File: src/verilog/prs_pkg.sv
/*
 * Constants, encodings and state type for the radio power-mode and
 * reset sequencer.
 * Assumes a 250 MHz core clock from the crystal oscillator path.
 */
package prs_pkg;

    // ------------------------------------------------------------
    // Clock and timing
    // ------------------------------------------------------------
    localparam int unsigned CLK_PERIOD_NS    = 4;
    localparam int unsigned OFF_TO_IDLE_MS   = 25;
    localparam int unsigned OFF_TO_IDLE_CYC  =
        OFF_TO_IDLE_MS * 1000000 / CLK_PERIOD_NS;
    localparam int unsigned OFF_CNT_W        = 23;
    localparam logic [3:0]  CLKO_HALF_CYC    = 4'h2;
    localparam logic [7:0]  ENTRY_CLKO_CYC   = 8'h80;
    localparam logic [7:0]  DOZE_CLKO_CYC    = 8'h80;

    // ------------------------------------------------------------
    // Serial header layout
    // ------------------------------------------------------------
    localparam logic [3:0]  HDR_BITS         = 4'h8;
    localparam int unsigned HDR_RW_POS       = 7;
    localparam logic [5:0]  SOFT_RESET_ADDR  = 6'h00;
    localparam logic        HDR_WRITE        = 1'b0;

    // ------------------------------------------------------------
    // Radio sequence select encoding
    // ------------------------------------------------------------
    localparam logic [1:0]  SEQ_IDLE         = 2'h0;
    localparam logic [1:0]  SEQ_CCA          = 2'h1;
    localparam logic [1:0]  SEQ_RX           = 2'h2;
    localparam logic [1:0]  SEQ_TX           = 2'h3;

    // ------------------------------------------------------------
    // Reset values
    // ------------------------------------------------------------
    localparam logic [23:0] TIMER_RST        = 24'h000000;
    localparam logic [7:0]  CNT8_RST         = 8'h00;

    // ------------------------------------------------------------
    // Power modes
    // ------------------------------------------------------------
    typedef enum logic [2:0] {
        PRS_OFF,
        PRS_IDLE,
        PRS_ACTIVE,
        PRS_ENTER_HIB,
        PRS_HIB,
        PRS_ENTER_DOZE,
        PRS_DOZE,
        PRS_DOZE_NOTMR
    } prs_mode_t;

endpackage : prs_pkg

File: src/verilog/prs_sequencer.sv
/*
 * Power-mode and reset sequencer of the transceiver digital core:
 * serial-header software reset, Off/Hibernate/Doze/timerless Doze,
 * wake paths back to Idle, clock output gating and the sleep-wake flag.
 * Assumes the core clock keeps running for the always-on wake logic,
 * and that control bits come from a register file on the same clock.
 */
`timescale 1ns/10ps

// Operation
// - Header write to address zero resets core
// - Soft reset like pin reset, RAM kept
// - Reset asserts right after eighth header bit
// - Soft reset holds until chip enable high
// - Read of address zero does nothing
// - Reset pin low: Off, tri-state, RAM lost
// - Reach Idle within 25 ms of release
// - Sequence select starts radio; bits start sleep
// - Sequence codes: 00 idle ... 11 transmit
// - Low start gate holds device in Idle
// - Hibernate stops SPI, timers, oscillator; retains
// - Deep sleep bit: Hibernate after 128 cycles
// - Keep 128 clock-output cycles before stopping
// - Hibernate exit only by wake or reset
// - Doze keeps oscillator and timer, SPI off
// - Light sleep bit: Doze after 128 cycles
// - Clock out in Doze optional, else stops
// - Timer compare ends Doze, sets wake flag
// - Wake interrupt only when enabled
// - Clock restarts after Doze, except low rates
// - Wake or reset pin ends Doze anytime
// - Armed compare still flags after pin wake
// - Timerless Doze stops timer, keeps clock out
// - Timerless sleep bit enters timerless Doze
module prs_sequencer #(
    parameter int unsigned OFF_TO_IDLE_CYCLES = prs_pkg::OFF_TO_IDLE_CYC
) (
    // Core clock and power-on reset
    input  wire logic        clock,
    input  wire logic        rst,
    // Host pins
    input  wire logic        reset_pin_n,
    input  wire logic        wake_request_pin_n,
    input  wire logic        radio_start_gate,
    input  wire logic        spi_ce_n,
    input  wire logic        spi_sck,
    input  wire logic        spi_mosi,
    // Control bits from the register file
    input  wire logic [1:0]  seq_select,
    input  wire logic        light_sleep_req,
    input  wire logic        deep_sleep_req,
    input  wire logic        timerless_sleep_req,
    input  wire logic        clko_in_sleep_en,
    input  wire logic        clko_enable,
    input  wire logic        clko_rate_low,
    input  wire logic        wake_timer_en,
    input  wire logic [23:0] wake_compare_value,
    input  wire logic        wake_irq_en,
    input  wire logic        wake_flag_clear,
    input  wire logic        seq_done,
    // Pins driven out
    output logic             clko,
    output logic             clko_oe_n,
    output logic             irq_n,
    output logic             irq_oe_n,
    // Core status and controls
    output prs_pkg::prs_mode_t mode,
    output logic             core_reset,
    output logic             ram_clear,
    output logic             spi_enable,
    output logic             osc_run,
    output logic             timer_run,
    output logic [1:0]       active_seq,
    output logic             sleep_wake_flag
);

    // ------------------------------------------------------------
    // State
    // ------------------------------------------------------------
    typedef struct packed {
        prs_pkg::prs_mode_t mode;
        logic        rstp_s1;
        logic        rstp_s2;
        logic        wake_s1;
        logic        wake_s2;
        logic        gate_s1;
        logic        gate_s2;
        logic        ce_s1;
        logic        ce_s2;
        logic        sck_s1;
        logic        sck_s2;
        logic        sck_d;
        logic        mosi_s1;
        logic        mosi_s2;
        logic [7:0]  hdr;
        logic [3:0]  hdr_cnt;
        logic        hdr_done;
        logic        soft_rst;
        logic [prs_pkg::OFF_CNT_W-1:0] off_cnt;
        logic [3:0]  clko_div;
        logic        clko_int;
        logic        clko_hold;
        logic [7:0]  entry_cnt;
        logic [7:0]  doze_cnt;
        logic [23:0] timer;
        logic        wake_flag;
        logic        clko;
        logic        clko_oe_n;
        logic        irq_n;
        logic        irq_oe_n;
        logic        core_reset;
        logic        ram_clear;
        logic        spi_enable;
        logic        osc_run;
        logic        timer_run;
        logic [1:0]  active_seq;
    } prs_state_t;

    localparam logic [prs_pkg::OFF_CNT_W-1:0] OFF_LAST =
        prs_pkg::OFF_CNT_W'(OFF_TO_IDLE_CYCLES - 1);

    prs_state_t r;
    prs_state_t next_r;

    // ------------------------------------------------------------
    // Next state
    // ------------------------------------------------------------
    always_comb begin
        logic hw_off;
        logic sck_rise;
        logic clko_tick;
        logic spi_live;
        logic match;
        logic tmr_on;
        logic clk_on;
        logic doze_exit;
        logic [7:0] hdr_n;
        hw_off    = 1'b0;
        sck_rise  = 1'b0;
        clko_tick = 1'b0;
        spi_live  = 1'b0;
        match     = 1'b0;
        tmr_on    = 1'b0;
        clk_on    = 1'b0;
        doze_exit = 1'b0;
        hdr_n     = r.hdr;
        next_r    = r;

        next_r.rstp_s1 = reset_pin_n;
        next_r.rstp_s2 = r.rstp_s1;
        next_r.wake_s1 = wake_request_pin_n;
        next_r.wake_s2 = r.wake_s1;
        next_r.gate_s1 = radio_start_gate;
        next_r.gate_s2 = r.gate_s1;
        next_r.ce_s1   = spi_ce_n;
        next_r.ce_s2   = r.ce_s1;
        next_r.sck_s1  = spi_sck;
        next_r.sck_s2  = r.sck_s1;
        next_r.sck_d   = r.sck_s2;
        next_r.mosi_s1 = spi_mosi;
        next_r.mosi_s2 = r.mosi_s1;

        hw_off   = !r.rstp_s2;
        sck_rise = r.sck_s2 && !r.sck_d;

        // Clock-output divider; stopped with the oscillator
        // oscillator off in Hibernate
        if (r.mode != prs_pkg::PRS_HIB && r.mode != prs_pkg::PRS_OFF) begin
            if (r.clko_div == prs_pkg::CLKO_HALF_CYC - 4'h1) begin
                next_r.clko_div = 4'h0;
                next_r.clko_int = !r.clko_int;
                clko_tick       = !r.clko_int;
            end else begin
                next_r.clko_div = r.clko_div + 4'h1;
            end
        end

        // Event timer and wake compare
        // timer frozen in timerless Doze
        tmr_on = wake_timer_en && r.mode != prs_pkg::PRS_OFF
              && r.mode != prs_pkg::PRS_HIB
              && r.mode != prs_pkg::PRS_DOZE_NOTMR;
        if (tmr_on) begin
            next_r.timer = r.timer + 24'h000001;
        end
        // armed compare flags in any mode but Off, Hibernate and timerless Doze
        match = tmr_on && r.timer == wake_compare_value;
        next_r.wake_flag = match || (r.wake_flag && !wake_flag_clear);

        // Serial header watch for software reset
        // serial port dead while asleep
        spi_live = r.mode == prs_pkg::PRS_IDLE
                || r.mode == prs_pkg::PRS_ACTIVE;
        if (r.ce_s2) begin
            next_r.hdr_cnt  = 4'h0;
            next_r.hdr_done = 1'b0;
            next_r.soft_rst = 1'b0;
        end else if (spi_live && sck_rise && !r.hdr_done) begin
            hdr_n          = {r.hdr[6:0], r.mosi_s2};
            next_r.hdr     = hdr_n;
            next_r.hdr_cnt = r.hdr_cnt + 4'h1;
            if (r.hdr_cnt == prs_pkg::HDR_BITS - 4'h1) begin
                next_r.hdr_done = 1'b1;
                if (hdr_n[prs_pkg::HDR_RW_POS] == prs_pkg::HDR_WRITE
                    && hdr_n[5:0] == prs_pkg::SOFT_RESET_ADDR) begin
                    next_r.soft_rst = 1'b1;
                end
            end
        end

        // low-rate clock stays off until enable toggles
        if (!clko_enable) begin
            next_r.clko_hold = 1'b0;
        end

        // Mode sequencing
        unique case (r.mode)
            prs_pkg::PRS_OFF: begin
                if (r.off_cnt == OFF_LAST) begin
                    next_r.mode = prs_pkg::PRS_IDLE;
                end else begin
                    next_r.off_cnt = r.off_cnt + 1'b1;
                end
            end
            prs_pkg::PRS_IDLE: begin
                next_r.entry_cnt = prs_pkg::CNT8_RST;
                if (deep_sleep_req) begin
                    next_r.mode = prs_pkg::PRS_ENTER_HIB;
                end else if (light_sleep_req || timerless_sleep_req) begin
                    next_r.mode = prs_pkg::PRS_ENTER_DOZE;
                end else if (seq_select != prs_pkg::SEQ_IDLE
                             && r.gate_s2) begin
                    next_r.mode       = prs_pkg::PRS_ACTIVE;
                    next_r.active_seq = seq_select;
                end
            end
            prs_pkg::PRS_ACTIVE: begin
                // abort on gate low or idle code
                if (!r.gate_s2 || seq_select == prs_pkg::SEQ_IDLE
                    || seq_done) begin
                    next_r.mode       = prs_pkg::PRS_IDLE;
                    next_r.active_seq = prs_pkg::SEQ_IDLE;
                end
            end
            prs_pkg::PRS_ENTER_HIB, prs_pkg::PRS_ENTER_DOZE: begin
                if (clko_tick) begin
                    next_r.entry_cnt = r.entry_cnt + 8'h01;
                    if (r.entry_cnt == prs_pkg::ENTRY_CLKO_CYC - 8'h01) begin
                        next_r.doze_cnt = prs_pkg::CNT8_RST;
                        if (r.mode == prs_pkg::PRS_ENTER_HIB) begin
                            next_r.mode = prs_pkg::PRS_HIB;
                        end else if (timerless_sleep_req) begin
                            next_r.mode = prs_pkg::PRS_DOZE_NOTMR;
                        end else begin
                            next_r.mode = prs_pkg::PRS_DOZE;
                        end
                    end
                end
            end
            prs_pkg::PRS_HIB: begin
                if (!r.wake_s2) begin
                    next_r.mode = prs_pkg::PRS_IDLE;
                end
            end
            prs_pkg::PRS_DOZE: begin
                if (clko_tick && r.doze_cnt != prs_pkg::DOZE_CLKO_CYC) begin
                    next_r.doze_cnt = r.doze_cnt + 8'h01;
                end
                // compare or wake pin ends Doze
                doze_exit = match || !r.wake_s2;
            end
            prs_pkg::PRS_DOZE_NOTMR: begin
                // only the wake or reset pin ends it
                if (!r.wake_s2) begin
                    next_r.mode = prs_pkg::PRS_IDLE;
                end
            end
        endcase

        if (doze_exit) begin
            next_r.mode = prs_pkg::PRS_IDLE;
            // low rates need enable cleared and set
            if (r.doze_cnt == prs_pkg::DOZE_CLKO_CYC && !clko_in_sleep_en
                && clko_rate_low) begin
                next_r.clko_hold = 1'b1;
            end
        end

        if (r.soft_rst) begin
            next_r.mode       = prs_pkg::PRS_IDLE;
            next_r.timer      = prs_pkg::TIMER_RST;
            next_r.wake_flag  = 1'b0;
            next_r.clko_hold  = 1'b0;
            next_r.active_seq = prs_pkg::SEQ_IDLE;
        end

        if (hw_off) begin
            next_r.mode       = prs_pkg::PRS_OFF;
            next_r.off_cnt    = '0;
            next_r.timer      = prs_pkg::TIMER_RST;
            next_r.wake_flag  = 1'b0;
            next_r.clko_hold  = 1'b0;
            next_r.soft_rst   = 1'b0;
            next_r.active_seq = prs_pkg::SEQ_IDLE;
        end

        // Registered outputs from the next mode
        unique case (next_r.mode)
            prs_pkg::PRS_IDLE, prs_pkg::PRS_ACTIVE,
            prs_pkg::PRS_ENTER_HIB, prs_pkg::PRS_ENTER_DOZE,
            prs_pkg::PRS_DOZE_NOTMR: begin
                clk_on = 1'b1;
            end
            prs_pkg::PRS_DOZE: begin
                clk_on = clko_in_sleep_en
                      || next_r.doze_cnt != prs_pkg::DOZE_CLKO_CYC;
            end
            prs_pkg::PRS_OFF, prs_pkg::PRS_HIB: begin
                clk_on = 1'b0;
            end
        endcase
        next_r.clko       = next_r.clko_int && clk_on && clko_enable
                         && !next_r.clko_hold;
        next_r.clko_oe_n  = next_r.mode == prs_pkg::PRS_OFF;
        next_r.irq_oe_n   = next_r.mode == prs_pkg::PRS_OFF;
        next_r.irq_n      = !(next_r.wake_flag && wake_irq_en);
        next_r.core_reset = next_r.soft_rst
                         || next_r.mode == prs_pkg::PRS_OFF;
        next_r.ram_clear  = next_r.mode == prs_pkg::PRS_OFF;
        next_r.spi_enable = next_r.mode == prs_pkg::PRS_IDLE
                         || next_r.mode == prs_pkg::PRS_ACTIVE;
        next_r.osc_run    = next_r.mode != prs_pkg::PRS_OFF
                         && next_r.mode != prs_pkg::PRS_HIB;
        next_r.timer_run  = wake_timer_en
                         && next_r.mode != prs_pkg::PRS_OFF
                         && next_r.mode != prs_pkg::PRS_HIB
                         && next_r.mode != prs_pkg::PRS_DOZE_NOTMR;
    end

    // ------------------------------------------------------------
    // Registers
    // ------------------------------------------------------------
    always_ff @(posedge clock) begin
        if (rst) begin
            r            <= '0;
            r.mode       <= prs_pkg::PRS_OFF;
            r.wake_s1    <= 1'b1;
            r.wake_s2    <= 1'b1;
            r.ce_s1      <= 1'b1;
            r.ce_s2      <= 1'b1;
            r.clko_oe_n  <= 1'b1;
            r.irq_n      <= 1'b1;
            r.irq_oe_n   <= 1'b1;
            r.core_reset <= 1'b1;
            r.ram_clear  <= 1'b1;
        end else begin
            r <= next_r;
        end
    end

    // ------------------------------------------------------------
    // Outputs
    // ------------------------------------------------------------
    assign clko            = r.clko;
    assign clko_oe_n       = r.clko_oe_n;
    assign irq_n           = r.irq_n;
    assign irq_oe_n        = r.irq_oe_n;
    assign mode            = r.mode;
    assign core_reset      = r.core_reset;
    assign ram_clear       = r.ram_clear;
    assign spi_enable      = r.spi_enable;
    assign osc_run         = r.osc_run;
    assign timer_run       = r.timer_run;
    assign active_seq      = r.active_seq;
    assign sleep_wake_flag = r.wake_flag;

endmodule : prs_sequencer

File: config.mk
export PLATFORM = sky130hd
export DESIGN_NAME = prs_sequencer
export DESIGN_NICKNAME = d
export VERILOG_FILES = /design/src/verilog/prs_pkg.sv /design/src/verilog/prs_sequencer.sv
export SDC_FILE = /design/constraint.sdc
export NUM_CORES = 1
export LEC_CHECK = 0
export BUFFER_PORTS_ARGS = -buffer_cell sky130_fd_sc_hd__buf_2
export CORE_MARGIN = 2
export CORE_UTILIZATION = 37
export DETAILED_ROUTE_END_ITERATION = 10
export PLACE_DENSITY = 0.59
export SLEW_MARGIN = 20
export SYNTH_ARGS = -nofsm -noshare
export SYNTH_HDL_FRONTEND = slang
export SYNTH_SLANG_ARGS = --single-unit
File: constraint.sdc
create_clock -name clock -period 7.6 [get_ports clock]
set_clock_uncertainty 0.2 [all_clocks]
set_input_delay 0.38 -clock clock [delete_from_list [all_inputs] [get_ports clock]]
set_output_delay 0.38 -clock clock [all_outputs]
set_load 0.03 [all_outputs]
After elaboration in Yosys (flattened, before gate mapping)
Index checks and enable logic that the tools add are counted.
{"block": "classes", "n_bitwise": 4, "n_eq_ne": 31, "n_reduce_logical": 61, "n_addsub": 6, "n_mux": 45}
{"op": "$mux W23", "n": 2}
{"op": "$mux W3", "n": 12}
{"op": "$pmux W8 S2", "n": 2}
{"op": "$add A24 B1 Y24 const B", "n": 1}
{"op": "$eq A24 B24 Y1", "n": 1}
{"op": "$eq A3 B3 Y1 const B", "n": 8}
{"op": "$mux W24", "n": 1}
{"op": "$add A23 B1 Y23 const B", "n": 1}
{"op": "$eq A23 B23 Y1 const B", "n": 1}
{"op": "$logic_and A1 B1 Y1", "n": 22}
{"op": "$mux W1", "n": 17}
{"op": "$add A8 B1 Y8 const B", "n": 2}
{"op": "$mux W16", "n": 1}
{"op": "$mux W8", "n": 2}
{"op": "$ne A8 B8 Y1 const B", "n": 2}
{"op": "$pmux W3 S5", "n": 1}
{"op": "$eq A3 B2 Y1 const B", "n": 4}
{"op": "$ne A3 B3 Y1 const B", "n": 4}
{"op": "$reduce_or A2 Y1", "n": 5}
{"op": "$logic_not A1 Y1", "n": 9}
{"op": "$logic_or A1 B1 Y1", "n": 9}
{"op": "$add A4 B1 Y4 const B", "n": 2}
{"op": "$eq A8 B7 Y1 const B", "n": 1}
{"op": "$eq A8 B8 Y1 const B", "n": 1}
{"op": "19 further kinds", "n": 36}
{"block": "word_totals", "word_cells": 181, "reg_bits": 108, "in_bits": 44}

Logic depth before layout (Yosys ltp)
Gate-level depths: netlist of the first run.
{"block": "depth", "ltp_word": 16, "ltp_mapped": 9, "mapped_depth_nobuf": 9}

Least setup slack after synthesis of the first run
OpenSTA, ideal clock, no wires.
{"block": "synth_path", "path_kind": "register to register", "start": "register r[55] (netlist name)", "end": "register, netlist name core_reset", "arrival_ps": 2242, "stages_incl_launch_ff": 10, "path_slack_ps": 5076, "period_less_slack_ps": 2524, "t_required_ps": 7318, "cell_sequence": "dfxtp_1 -> nor4b_1 -> ha_1 -> o21ai_1 -> nor4_1 -> o22ai_1 -> a221oi_2 -> nand2_1 -> or2_1 -> o221ai_1"}
{"block": "synth_via", "elab_chain_cells": 10}
{"element": "start: declaration", "line": "prs_sequencer.sv:122", "rtl": "prs_state_t r;"}
{"element": "start signal: assignment", "line": "prs_sequencer.sv:357", "rtl": "r <= next_r;"}
{"element": "$eq A4 B1 Y1", "line": "prs_sequencer.sv:169", "rtl": "if (r.clko_div == prs_pkg::CLKO_HALF_CYC - 4'h1) begin"}
{"element": "$mux W1", "line": "prs_sequencer.sv:169"}
{"element": "$mux W1", "line": "prs_sequencer.sv:168", "rtl": "if (r.mode != prs_pkg::PRS_HIB && r.mode != prs_pkg::PRS_OFF) begin"}
{"element": "$mux W3", "line": "prs_sequencer.sv:246", "rtl": "if (clko_tick) begin"}
{"element": "$pmux W3 S5", "line": "prs_sequencer.sv:217", "rtl": "unique case (r.mode)"}
{"element": "$mux W3", "line": "prs_sequencer.sv:280", "rtl": "if (doze_exit) begin"}
{"element": "$mux W3", "line": "prs_sequencer.sv:289", "rtl": "if (r.soft_rst) begin"}
{"element": "$mux W3", "line": "prs_sequencer.sv:297", "rtl": "if (hw_off) begin"}
{"element": "$logic_not A3 Y1", "line": "prs_sequencer.sv:328", "rtl": "|| next_r.mode == prs_pkg::PRS_OFF;"}
{"element": "$logic_or A1 B1 Y1", "line": "prs_sequencer.sv:328"}
Every way passes these cells.
A chain may end at the register's enable or synchronous reset.

Worst setup path after layout of the first run
{"block": "layout_path", "start": "register, netlist name mode[0]", "end": "register r[35] (netlist name)"}
{"block": "layout_via", "elab_chain_cells": 4, "word_cells_on_any_way": 6}
{"element": "$reduce_bool A3 Y1", "line": "prs_sequencer.sv:180", "rtl": "tmr_on = wake_timer_en && r.mode != prs_pkg::PRS_OFF"}
{"element": "$logic_and A1 B1 Y1", "line": "prs_sequencer.sv:180"}
{"element": "$logic_and A1 B1 Y1", "line": "prs_sequencer.sv:181", "rtl": "&& r.mode != prs_pkg::PRS_HIB"}
{"element": "$logic_and A1 B1 Y1 (*)", "line": "prs_sequencer.sv:182", "rtl": "&& r.mode != prs_pkg::PRS_DOZE_NOTMR;"}
Every way passes the cells marked *; elsewhere a longest branch is shown, timed or not.

==> results of run 1 <==
## area by class of cell
type | count | area share (%)
Multi-Input combinational cell | 466 | 48.81
Sequential cell | 108 | 36.40
Timing Repair Buffer | 60 | 5.182
Clock buffer | 11 | 4.087
Tap cell | 180 | 3.792
Inverter | 16 | 1.011
Clock inverter | 5 | 0.7162
## metrics by stage
stage	total power, uW	hold WS, ns
after detailed placement	615.9	0.1936
final	1053	0.01205
after global placement	615.7	0.1934
after CTS	1068	0.005095
after floorplan	597.6	0.1895
after global routing	1093	0.003864
## sequential cells by signal (all words and copies together) (netlist names)
name / flops
r: 88
next_r: 7
mode: 3
active_seq: 2
clko: 1
core_reset: 1
irq_n: 1
osc_run: 1
ram_clear: 1
sleep_wake_flag: 1
spi_enable: 1
timer_run: 1
## power groups by stage
| stage | sequential (uW) | clock [uW] | combinational [uW] |
|---|---|---|---|
| 3_3_place_gp | 584 | 0 | 32.1 |
| 3_5_place_dp | 584 | 0 | 32.2 |
| 2_1_floorplan | 583 | 0 | 14.9 |
| 5_1_grt | 571 | 486 | 35.6 |
| 6_report | 570 | 450 | 32.2 |
| 4_1_cts | 570 | 465 | 32.7 |
## Yosys cell counts (3+ instances only)
cell        n
or4_1       3
nor3_1     19
clkbuf_1   12
nand3_1    26
nor2b_1    12
o21ai_1     5
and2_1      4
nor4_1     14
xnor2_1    20
buf_4       9
or3_1      10
buf_2       6
a211oi_1    4
a21oi_1    26
nand2_1    44
or2_1       3
nand4_1    19
nor4b_1     5
inv_1      16
dfxtp_1   108
o32ai_1     3
o21ai_0    17
nand2b_1    6
and3b_1     3
a31oi_1     6
nand3b_1    4
and3_1     13
and4_1      4
or2_2       6
nor2_1     88
xor2_1     48
ha_1        7
mux2i_1    11
## worst max path at each step
stage | slack (ns) | to | start
5_1_grt | 4.34 | r[33] | mode[0]
2_1_floorplan | 5.08 | core_reset | r[55]
3_5_place_dp | 4.65 | r[33] | mode[0]
4_1_cts | 4.63 | r[33] | mode[0]
6_report | 4.60 | r[35] | mode[0]
3_3_place_gp | 4.77 | r[35] | mode[0]
## cell families after synthesis
group / Yosys count / synth area share [%]
adders and majority gates: 7 / 1.660
muxes: 12 / 2.300
and+or+nand+nor: 293 / 28.81
buffers and inverters: 46 / 4.079
xor gates and xnor gates: 68 / 11.29
AOI/OAI and AO/OA: 86 / 10.88
DFF: 108 / 40.98
## worst max-delay path, delay by kind of cell (launching register included)
| family | cells | cell delay, ns |
|---|---|---|
| simple gates | 4 | 1.67 |
| flops | 1 | 0.70 |
| compound gates | 2 | 0.36 |
## per-layer routing
metal  vias to the layer above  share of wire [%]
met5                         -                  0
met4                         0                3.0
met3                        21                3.9
met2                        89                 47
met1                      2092                 46
li1                       2247                  -
==> impl_results.md, run 1 <==
* Clk slew on worst S/H paths at 0.07 ns
* Worst hold path endpoint: next_r[100]
* Final setup viols at 0
* Grt total ovfl at 0
* CTS tree: built
* GRT Total Usage at 16.83%
* Reg2reg path depth at 6
* Mapped Avg Cell Area at 8.510 um^2
* Switch Pwr at 234.5 uW
* Post-CTS setup buffer count at 0
* DP Area at 5644 um^2
* Final wirelength at 12,180 um
* Met2 Usage GRT at 27.82%
* Commonest non-fill, non-tap cells in the layout: dfxtp_1, nor2_1, buf_2
* Comb power frac at 3.1%
* Max cap viols at 0
* Synth top area cells: dfxtp_1, xor2_1, nor2_1
* Die height at 123.4 um
* Drt pass-1 iters at 4
* Reg2Reg Capture Point: r[35]
* Antenna violations before repair at 0
* Total negative slack at 0 ns
* CP Launch Type: register
* Final hold vios at 0
* Slowest library cell on the worst path: dfxtp_1
* Cell breakdown of the critical path: o21ai_1, nor2b_1, nand4_1, or3_1, or3_1, a21oi_1
* Layout cells sized above 1 at 13.96%
* CP Max Fanout at 20
* Leak at 0.002131 uW
* Max_slew headroom at 34.68%
* Hold Path Stages at 2
* I/O Buffers at 58
* Post-synth top area share at 40.98%
* Multi-input gate area at 2899 um^2
* Finished layout cell area at 5939 um^2
* Inst Count DP at 829
* Slowest stage delay, CP at 0.70 ns
* Cell Count, Final, Fillers Out at 846
* Post-synthesis cell type count at 63
* Iter 0 DRT Violations at 300
* CTS Sinks at 108
* DR vias/cell at 5.259
* Sw Ratio at 22.28%
* Min Tclk post-route at 3.003 ns
* Drt drc at 0
* Fin crit share at 39.51%
* Min-Delay Path Class: in -> reg
* Placer Congestion at 0.9246
* Worst VDD drop at 0.1081 mV
* WS Path Type: reg -> reg
* Slew at the pin closest to its max-slew limit at 0.9798 ns
* Post-DP HPWL at 9026 um
* Yosys top cell by area: dfxtp_1
* CTS max path bufs at 2
* Final Util at 42.79%
* Max-slew violation count at 0
* Cts repair resizes at 0
* First-pass GRT wire length at 20,240 um
* P per Cell Area at 177.3 nW/um^2
* CTS root buf: clkbuf_16
* Sequential share of power at 54.2%
* Clk pwr share at 42.8%
* Status: completed
* Worst EP required at 7.68 ns
* EDFF count, synth at 0
* Met1 Use GR at 20.79%
* Vias in the first global route at 4,321
* Reg-to-Reg Start: mode[0]
* Antenna Nets Post-Route at 0
* Die Area at 15,230 um^2
* Area growth syn-to-layout at 12.57%
* Starting density of the core at 38.01%
* Top Ports at 59
* PnR worst setup slack at 4.597 ns
* Most used cell, CP: or3_1
* Synth async-reset ratio at 0%
* Yosys reg bits at 108
* Vias at 4,449
* Mapped Area at 5276 um^2
* Unrepaired setup endpoints after global routing: no
* Diodes inserted at 0
* Die W at 123.4 um
* Worst reg-to-reg setup slack at 4.60 ns
* HP Start: spi_ce_n
* Total core area at 13,880 um^2
* Most common library cell in the layout ignoring fill and taps: dfxtp_1
* Num CTS Buffers at 9
* Syn Inst Count at 620
* M3 GR Usage at 4.336%
* Worst skew pair latency at 0.35 ns
* Final nets at 712
* Peak Freq at 0.3330 GHz
* Post-Place Setup Slack at 4.651 ns
* Hold_buf cts at 1
* CP arrival at 3.09 ns
* Synth Flop Type: dfxtp_1
* Largest net degree at the start of global routing at 53
* Row count at 43
* Register area share after synthesis at 40.98%
* DR WL/cell at 14.40 um
* CP Capture Type: register
* GR peak layer: met2
* Reg area at 2162 um^2
* Fillers at 1,427
* H-Tree Depth at 3
* Synthesis Warnings at 0
* Syn nets at 671
* Pint at 818.3 uW
Power figures use the tool's default switching activity.
==> run 2, diff against run 1 <==
Settings changed: ABC_AREA set to 1, PLACE_DENSITY 0.59 to 0.6.
Clock period 7.6 ns to 2.45 ns, I/O delays scaled along.
==> run 2 against run 1 <==
Compared with the run above: sequential cell count is the same; power grew to 3.1 times the previous value; sequential share of layout area shrank 4.7 points; critical endpoint unchanged; first-iteration DRC count grew 27%; largest cell class unchanged.
==> impl_results.md, run 2 <==
* Status: completed
* Mapped Area at 5766 um^2 (+9.3%)
* CP arrival at 2.29 ns (-0.80 ns)
* Multi-input gate area at 3043 um^2 (+5.0%)
* Max_slew headroom at 43.25% (+8.6 points)
* Area growth syn-to-layout at 18.19%
* CP Max Fanout at 8 (-60%)
* WS Path Type: reg -> reg
* Sw Ratio at 22.87% (+0.60 points)
* Vias in the first global route at 4,774 (+10%)
* Min-Delay Path Class: in -> reg
* Post-synthesis cell type count at 40 (-37%)
* Yosys top cell by area: dfxtp_1
* Largest register FFs at 88 (unchanged)
* Largest Register: r
* Total core area at 15,200 um^2 (+9.5%)
* Post-DP HPWL at 10,250 um (+14%)
* Cell Count, Final, Fillers Out at 1,155 (+37%)
* CP bufs+invs at 2 (+2)
* Row count at 45 (+4.7%)
* Diodes inserted at 0 (unchanged)
* Yosys reg bits at 108 (unchanged)
* DP Area at 6317 um^2 (+12%)
* Synthesis Warnings at 0 (unchanged)
* Vias at 5,537 (+24%)
* Reg area at 2162 um^2 (unchanged)
* Inst Count DP at 1,121 (+35%)
* Final setup viols at 0 (unchanged)
* Comb power frac at 4.0% (+0.9 points)
* Iter 0 DRT Violations at 381 (+27%)
* Final Util at 44.82% (+2.0 points)
* Reg2reg path depth at 12 (+6)
* Sequential share of power at 53.4% (-0.8 points)
* EDFF count, synth at 0 (unchanged)
* CP startpoint: mode[1]
* Crit. path cell count at 12 (+6)
* Switch Pwr at 757.5 uW (+220%)
* Synth async-reset ratio at 0% (unchanged)
* Unrepaired setup endpoints after global routing: yes
* Num CTS Buffers at 9 (unchanged)
* First-pass GRT wire length at 22,050 um (+8.9%)
* Antenna violations before repair at 0 (unchanged)
* Commonest cells in the netlist: nand2_1, inv_1, dfxtp_1
* CTS tree: built
* Fin crit share at 92.93% (+53 points)
* Drt pass-1 iters at 5 (+1)
* CP Capture Type: register
* Finished layout cell area at 6814 um^2 (+15%)
* Commonest non-fill, non-tap cells in the layout: nand2_1, inv_1, dfxtp_1
* Mapped Avg Cell Area at 6.559 um^2 (-23%)
* Worst VDD drop at 0.3142 mV (+190%)
* Clk pwr share at 42.6% (-0.2 points)
* Family with the most delay on the worst path: simple AND/OR/NAND/NOR gates
* Starting density of the core at 37.93% (-0.086 points)
* Register area share after synthesis at 37.50% (-3.5 points)
* GRT Total Usage at 16.58% (-0.25 points)
* DR WL/cell at 11.76 um (-18%)
* Drt drc at 0 (unchanged)
* Die height at 128.8 um (+4.4%)
* Placer Congestion at 0.8856 (-4.2%)
* Grt total ovfl at 0 (unchanged)
* CTS Sinks at 108 (unchanged)
* Critical Path Sink: r[35]
* Fillers at 1,558 (+9.2%)
* Most common library cell in the layout ignoring fill and taps: nand2_1
* Count leader, synth: nand2_1
* I/O Buffers at 58 (unchanged)
* Min Tclk post-route at 2.277 ns (-0.7264 ns)
* Power after layout at 3312 uW (+210%)
* Post-synth top area share at 37.50% (-3.5 points)
* Slowest stage delay, CP at 0.50 ns (-0.20 ns)
* Final wirelength at 13,580 um (+12%)
* Reg2Reg Capture Point: r[35]
* Final nets at 1,013 (+42%)
* Syn nets at 930 (+39%)
* Hold slack final at 0.03999 ns (+0.02794 ns)
* Largest net degree at the start of global routing at 36 (-32%)
* CTS max path bufs at 2 (unchanged)
* CP Launch Type: register
* Die W at 128.8 um (+4.4%)
* Syn Inst Count at 879 (+42%)
* Worst EP required at 2.46 ns (-5.22 ns)
* Final hold vios at 0 (unchanged)
* Antenna Nets Post-Route at 0 (unchanged)
* Slew at the pin closest to its max-slew limit at 0.8503 ns (-0.1295 ns)
* DR vias/cell at 4.794 (-8.8%)
* Slowest library cell on the worst path: dfxtp_1
* Leak at 0.002726 uW (+28%)
* Reg-to-Reg Start: mode[1]
* Pint at 2554 uW (+210%)
* Synth Flop Type: dfxtp_1
* Layout cells sized above 1 at 13.96% (about the same)
* Top Ports at 59 (unchanged)
* CTS root buf: clkbuf_16
* Worst skew pair latency at 0.35 ns (about the same)
* Max-slew violation count at 0 (unchanged)
* Synth top area cells: dfxtp_1, nand2_1, inv_1
* Die Area at 16,600 um^2 (+9.0%)
* Peak Freq at 0.4392 GHz (+32%)
* H-Tree Depth at 3 (unchanged)
* Worst reg-to-reg setup slack at 0.17 ns (-4.42 ns)
* Clk slew on worst S/H paths at 0.08 ns (about the same)
* Cell breakdown of the critical path: inv_2, nand2_4, nand2_4, nor2_8, nand2_2, nor2_4, nand4_2, nor2_2, inv_2, nor2_1, xor2_1, nor2_1
* Max cap viols at 0 (unchanged)
* P per Cell Area at 486.1 nW/um^2 (+170%)
## run 2: power groups by stage
stage | sequential, uW | clock, uW | combinational [uW]
2_1_floorplan | 1810 | 0 | 60.6
3_3_place_gp | 1810 | 0 | 116
3_5_place_dp | 1810 | 0 | 116
4_1_cts | 1770 | 1450 | 133
5_1_grt | 1770 | 1530 | 149
6_report | 1770 | 1410 | 132
## run 2: logic make-up (layout without fill, tap and decap cells)
kind of cell	count (synthesis)	after routing	synth area share (%)
AO/OA/AOI/OAI	108	108	9.809
buffers and inverters	152	240	10.42
AND/OR/NAND/NOR	477	477	36.65
flip-flops	108	108	37.50
adder cells (fa/ha/maj)	7	7	1.519
XOR/XNOR	27	27	4.102
## run 2: worst min-delay path by stage
stage                        to           from  depth (start not counted)
after global routing      r[52]  clko_rate_low                          4
after detailed placement  irq_n    wake_irq_en                          2
final                     r[52]  clko_rate_low                          4
after floorplan           irq_n    wake_irq_en                          1
after CTS                 r[52]  clko_rate_low                          4
after global placement    irq_n    wake_irq_en                          2
## run 2: what timing repair did
item                                    in CTS  in global routing
endpoints found under the setup margin       0                 18
hold buffers                                15                  0
endpoints found under the hold margin       14                  0
setup buffers                                0                  3
gates resized for setup                      0                 13
## run 2: area by class of cell
type,count,share of cell area [%]
repair buffers,95,8.887
clock inverters,6,0.6610
clock buffers,10,3.507
flip-flops and latches,108,31.73
inverters,129,7.106
well taps,188,3.452
multi-input cells,619,44.66
## run 2: through the flow
| step | setup slack (ns) | setup TNS (ns) |
|---|---|---|
| after floorplan | 0.4295 | 0 |
| final | 0.1733 | 0 |
| after CTS | 0.09128 | 0 |
| after detailed placement | 0.1120 | 0 |
| after global routing | -0.003037 | -0.006932 |
| after global placement | 0.1869 | 0 |
## run 2: worst min-delay path: cells and delay by family
kind / cells / cell delay, ns
buffers and inverters: 1 / 0.11
and+or+nand+nor: 2 / 0.26
AOI/OAI and AO/OA: 1 / 0.07
## run 2: layer usage
metal  up-vias  share of wire (%)  track usage [%]
li1       2959                  -                -
met1      2443                 50            22.63
met2       121                 44            26.83
met3        14                4.1            2.287
met4         0                1.6            5.946
met5         -                  0                0
==> run 3, diff against run 2 <==
Clock period 2.45 ns to 2.05 ns, I/O delays scaled along.
==> run 3 against run 2 <==
Compared with the run above: the flow now finishes with violations (setup timing); clock-buffer cell count stayed put; critical path depth is 3 higher; non-clock buffer count is 101 higher; via count is 7.8% higher; worst setup slack worse by 0.19 ns; fmax is 9.9% higher; worst hold slack worse by 0.022 ns; sequential share of layout area is 4.2 points lower; register-to-register slack worse by 0.19 ns; critical path type unchanged; largest cell class unchanged.
==> impl_results.md, run 3 (synthesis results as in run 2) <==
* P per Cell Area at 510.0 nW/um^2 (+4.9%)
* Placer Congestion at 0.8779 (-0.87%)
* Final setup viols at 3 (+3)
* Hold Path Stages at 5 (+1)
* Row count at 45 (unchanged)
* Pint at 3139 uW (+23%)
* Worst skew pair latency at 0.35 ns (about the same)
* Finished layout cell area at 7906 um^2 (+16%)
* Worst VDD drop at 0.3637 mV (+16%)
* Drt pass-1 iters at 5 (unchanged)
* Reg2reg path depth at 15 (+3)
* DR WL/cell at 11.98 um (+1.9%)
* First-pass GRT wire length at 24,250 um (+10%)
* CP Max Fanout at 4 (-4)
* Comb power frac at 4.2% (+0.2 points)
* Commonest non-fill, non-tap cells in the layout: nand2_1, buf_4, inv_1
* Cell Count, Final, Fillers Out at 1,256 (+8.7%)
* Reg2Reg Capture Point: spi_enable
* Sequential share of power at 52.3% (-1.1 points)
* Min-Delay Path Class: in -> reg
* Inst Count DP at 1,213 (+8.2%)
* Num CTS Buffers at 9 (unchanged)
* Iter 0 DRT Violations at 377 (-1.0%)
* Max cap viols at 0 (unchanged)
* Max-slew violation count at 0 (unchanged)
* Slew at the pin closest to its max-slew limit at 0.5290 ns (-0.3213 ns)
* Worst hold path endpoint: active_seq[1]
* Layout cells sized above 1 at 27.43% (+13 points)
* Die Area at 16,600 um^2 (unchanged)
* Max_slew headroom at 64.40% (+21 points)
* Vias at 5,967 (+7.8%)
* Switch Pwr at 892.9 uW (+18%)
* Die W at 128.8 um (unchanged)
* Status: finished, violations left
* Largest register FFs at 88 (unchanged)
* Largest Register: r
* Leak at 0.003336 uW (+22%)
* Clk pwr share at 43.4% (+0.8 points)
* Starting density of the core at 37.93% (unchanged)
* CP arrival at 2.13 ns (-0.16 ns)
* GRT Total Usage at 18.08% (+1.5 points)
* Total negative slack at -0.05454 ns (-0.05454 ns)
* CTS Sinks at 108 (unchanged)
* Drt drc at 0 (unchanged)
* Most common library cell in the layout ignoring fill and taps: nand2_1
* Fin crit share at 101.0% (+8.1 points)
* Final wirelength at 15,050 um (+11%)
* CP Capture Type: register
* HP Start: deep_sleep_req
* PnR worst setup slack at -0.02084 ns (-0.1941 ns)
* Top Ports at 59 (unchanged)
* Final hold vios at 0 (unchanged)
* Antenna violations before repair at 0 (unchanged)
* Die height at 128.8 um (unchanged)
* Total core area at 15,200 um^2 (unchanged)
* Clk slew on worst S/H paths at 0.08 ns (about the same)
* H-Tree Depth at 3 (unchanged)
* Worst EP required at 2.11 ns (-0.35 ns)
* CTS root buf: clkbuf_16
* Antenna Nets Post-Route at 0 (unchanged)
* CP Launch Type: register
* CTS tree: built
* Worst reg-to-reg setup slack at -0.02 ns (-0.19 ns)
* Failing checks: setup timing
* Reg-to-Reg Start: r[54]
* DP Area at 7008 um^2 (+11%)
* Diodes inserted at 0 (unchanged)
* Final nets at 1,114 (+10%)
* Peak Freq at 0.4829 GHz (+9.9%)
* Sw Ratio at 22.14% (-0.73 points)
* Largest net degree at the start of global routing at 26 (-28%)
* Min Tclk post-route at 2.071 ns (-0.2059 ns)
* DR vias/cell at 4.751 (-0.90%)
* Post-DP HPWL at 11,110 um (+8.4%)
* Area growth syn-to-layout at 37.13%
* Vias in the first global route at 5,335 (+12%)
* CTS max path bufs at 2 (unchanged)
* WS Path Type: reg -> reg
* Grt total ovfl at 0 (unchanged)
* Unrepaired setup endpoints after global routing: yes
* I/O Buffers at 58 (unchanged)
[run 3: cell count changes in the layout (fill, tap and decap cells not counted), sizes merged]
cell / before / now
inv: 131 / 130
bufinv: 0 / 1
clkinvlp: 0 / 1
buf: 80 / 181
clkinv: 4 / 3
[run 3: critical path, cell delays in order, from the launching register on]
cell and delay [ns]:
dfxtp_2 0.33, inv_2 0.04, nor3_2 0.16, ha_2 0.22
nand2_4 0.07, inv_6 0.08, nand3_4 0.09, nand2_4 0.11
buf_6 0.10, nand2_2 0.04, nor2_2 0.12, nand3_2 0.11
nand2_2 0.12, nand2_2 0.08, nand2_1 0.07, nor2_1 0.04
[run 3: worst max path at each step]
stage                     start    endpoint  slack [ns]  depth (start not counted)
after floorplan           r[56]        clko        0.03                         17
after global placement    r[57]        clko       -0.12                         17
after detailed placement  r[57]        clko       -0.14                         17
after CTS                 r[57]        clko       -0.07                         17
after global routing      r[54]   timer_run       -0.18                         15
final                     r[54]  spi_enable       -0.02                         15
[run 3: power by group through the flow]
| stage | combinational [uW] | sequential [uW] | clock [uW] |
|---|---|---|---|
| final | 170 | 2110 | 1750 |
| after global routing | 191 | 2110 | 1880 |
| after CTS | 169 | 2110 | 1810 |
| after detailed placement | 146 | 2160 | 0 |
| after global placement | 145 | 2160 | 0 |
| after floorplan | 72.5 | 2160 | 0 |
[run 3: timing repair]
item,CTS,global route
endpoints found under the hold margin,22,0
buffers inserted,2,10
pin swaps,13,28
hold buffers,15,0
setup endpoints to repair,16,60
gates resized for setup,24,89
[run 3: through the flow]
stage / power (uW) / utilization (%) / hold WS, ns / setup slack [ns]
5_1_grt: 4182 / 52.01 / 0.01748 / -0.1779
4_1_cts: 4092 / 49.52 / 0.008761 / -0.07324
3_5_place_dp: 2308 / 46.10 / 0.07076 / -0.1446
6_report: 4032 / 52.01 / 0.01785 / -0.02084
3_3_place_gp: 2306 / 46.10 / 0.07702 / -0.1227
2_1_floorplan: 2233 / - / -0.02852 / 0.02949
[run 3: final cells by class]
class / instances / area, um^2
Fill cell: 1499 / 7296
Multi-Input combinational cell: 619 / 3321
Sequential cell: 108 / 2175
Timing Repair Buffer: 196 / 1379
Inverter: 129 / 505.5
Tap cell: 188 / 235.2
Clock buffer: 10 / 229.0
Clock inverter: 6 / 62.56
[run 3: layer usage]
metal | up-vias | wire length [um] | share of wire (%) | track usage, %
met1 | 2670 | 7163 | 48 | 23.87
li1 | 3163 | - | - | -
met4 | 0 | 279 | 1.9 | 7.033
met5 | - | 0 | 0 | 0
met3 | 24 | 543 | 3.6 | 2.994
met2 | 110 | 7064 | 47 | 29.63
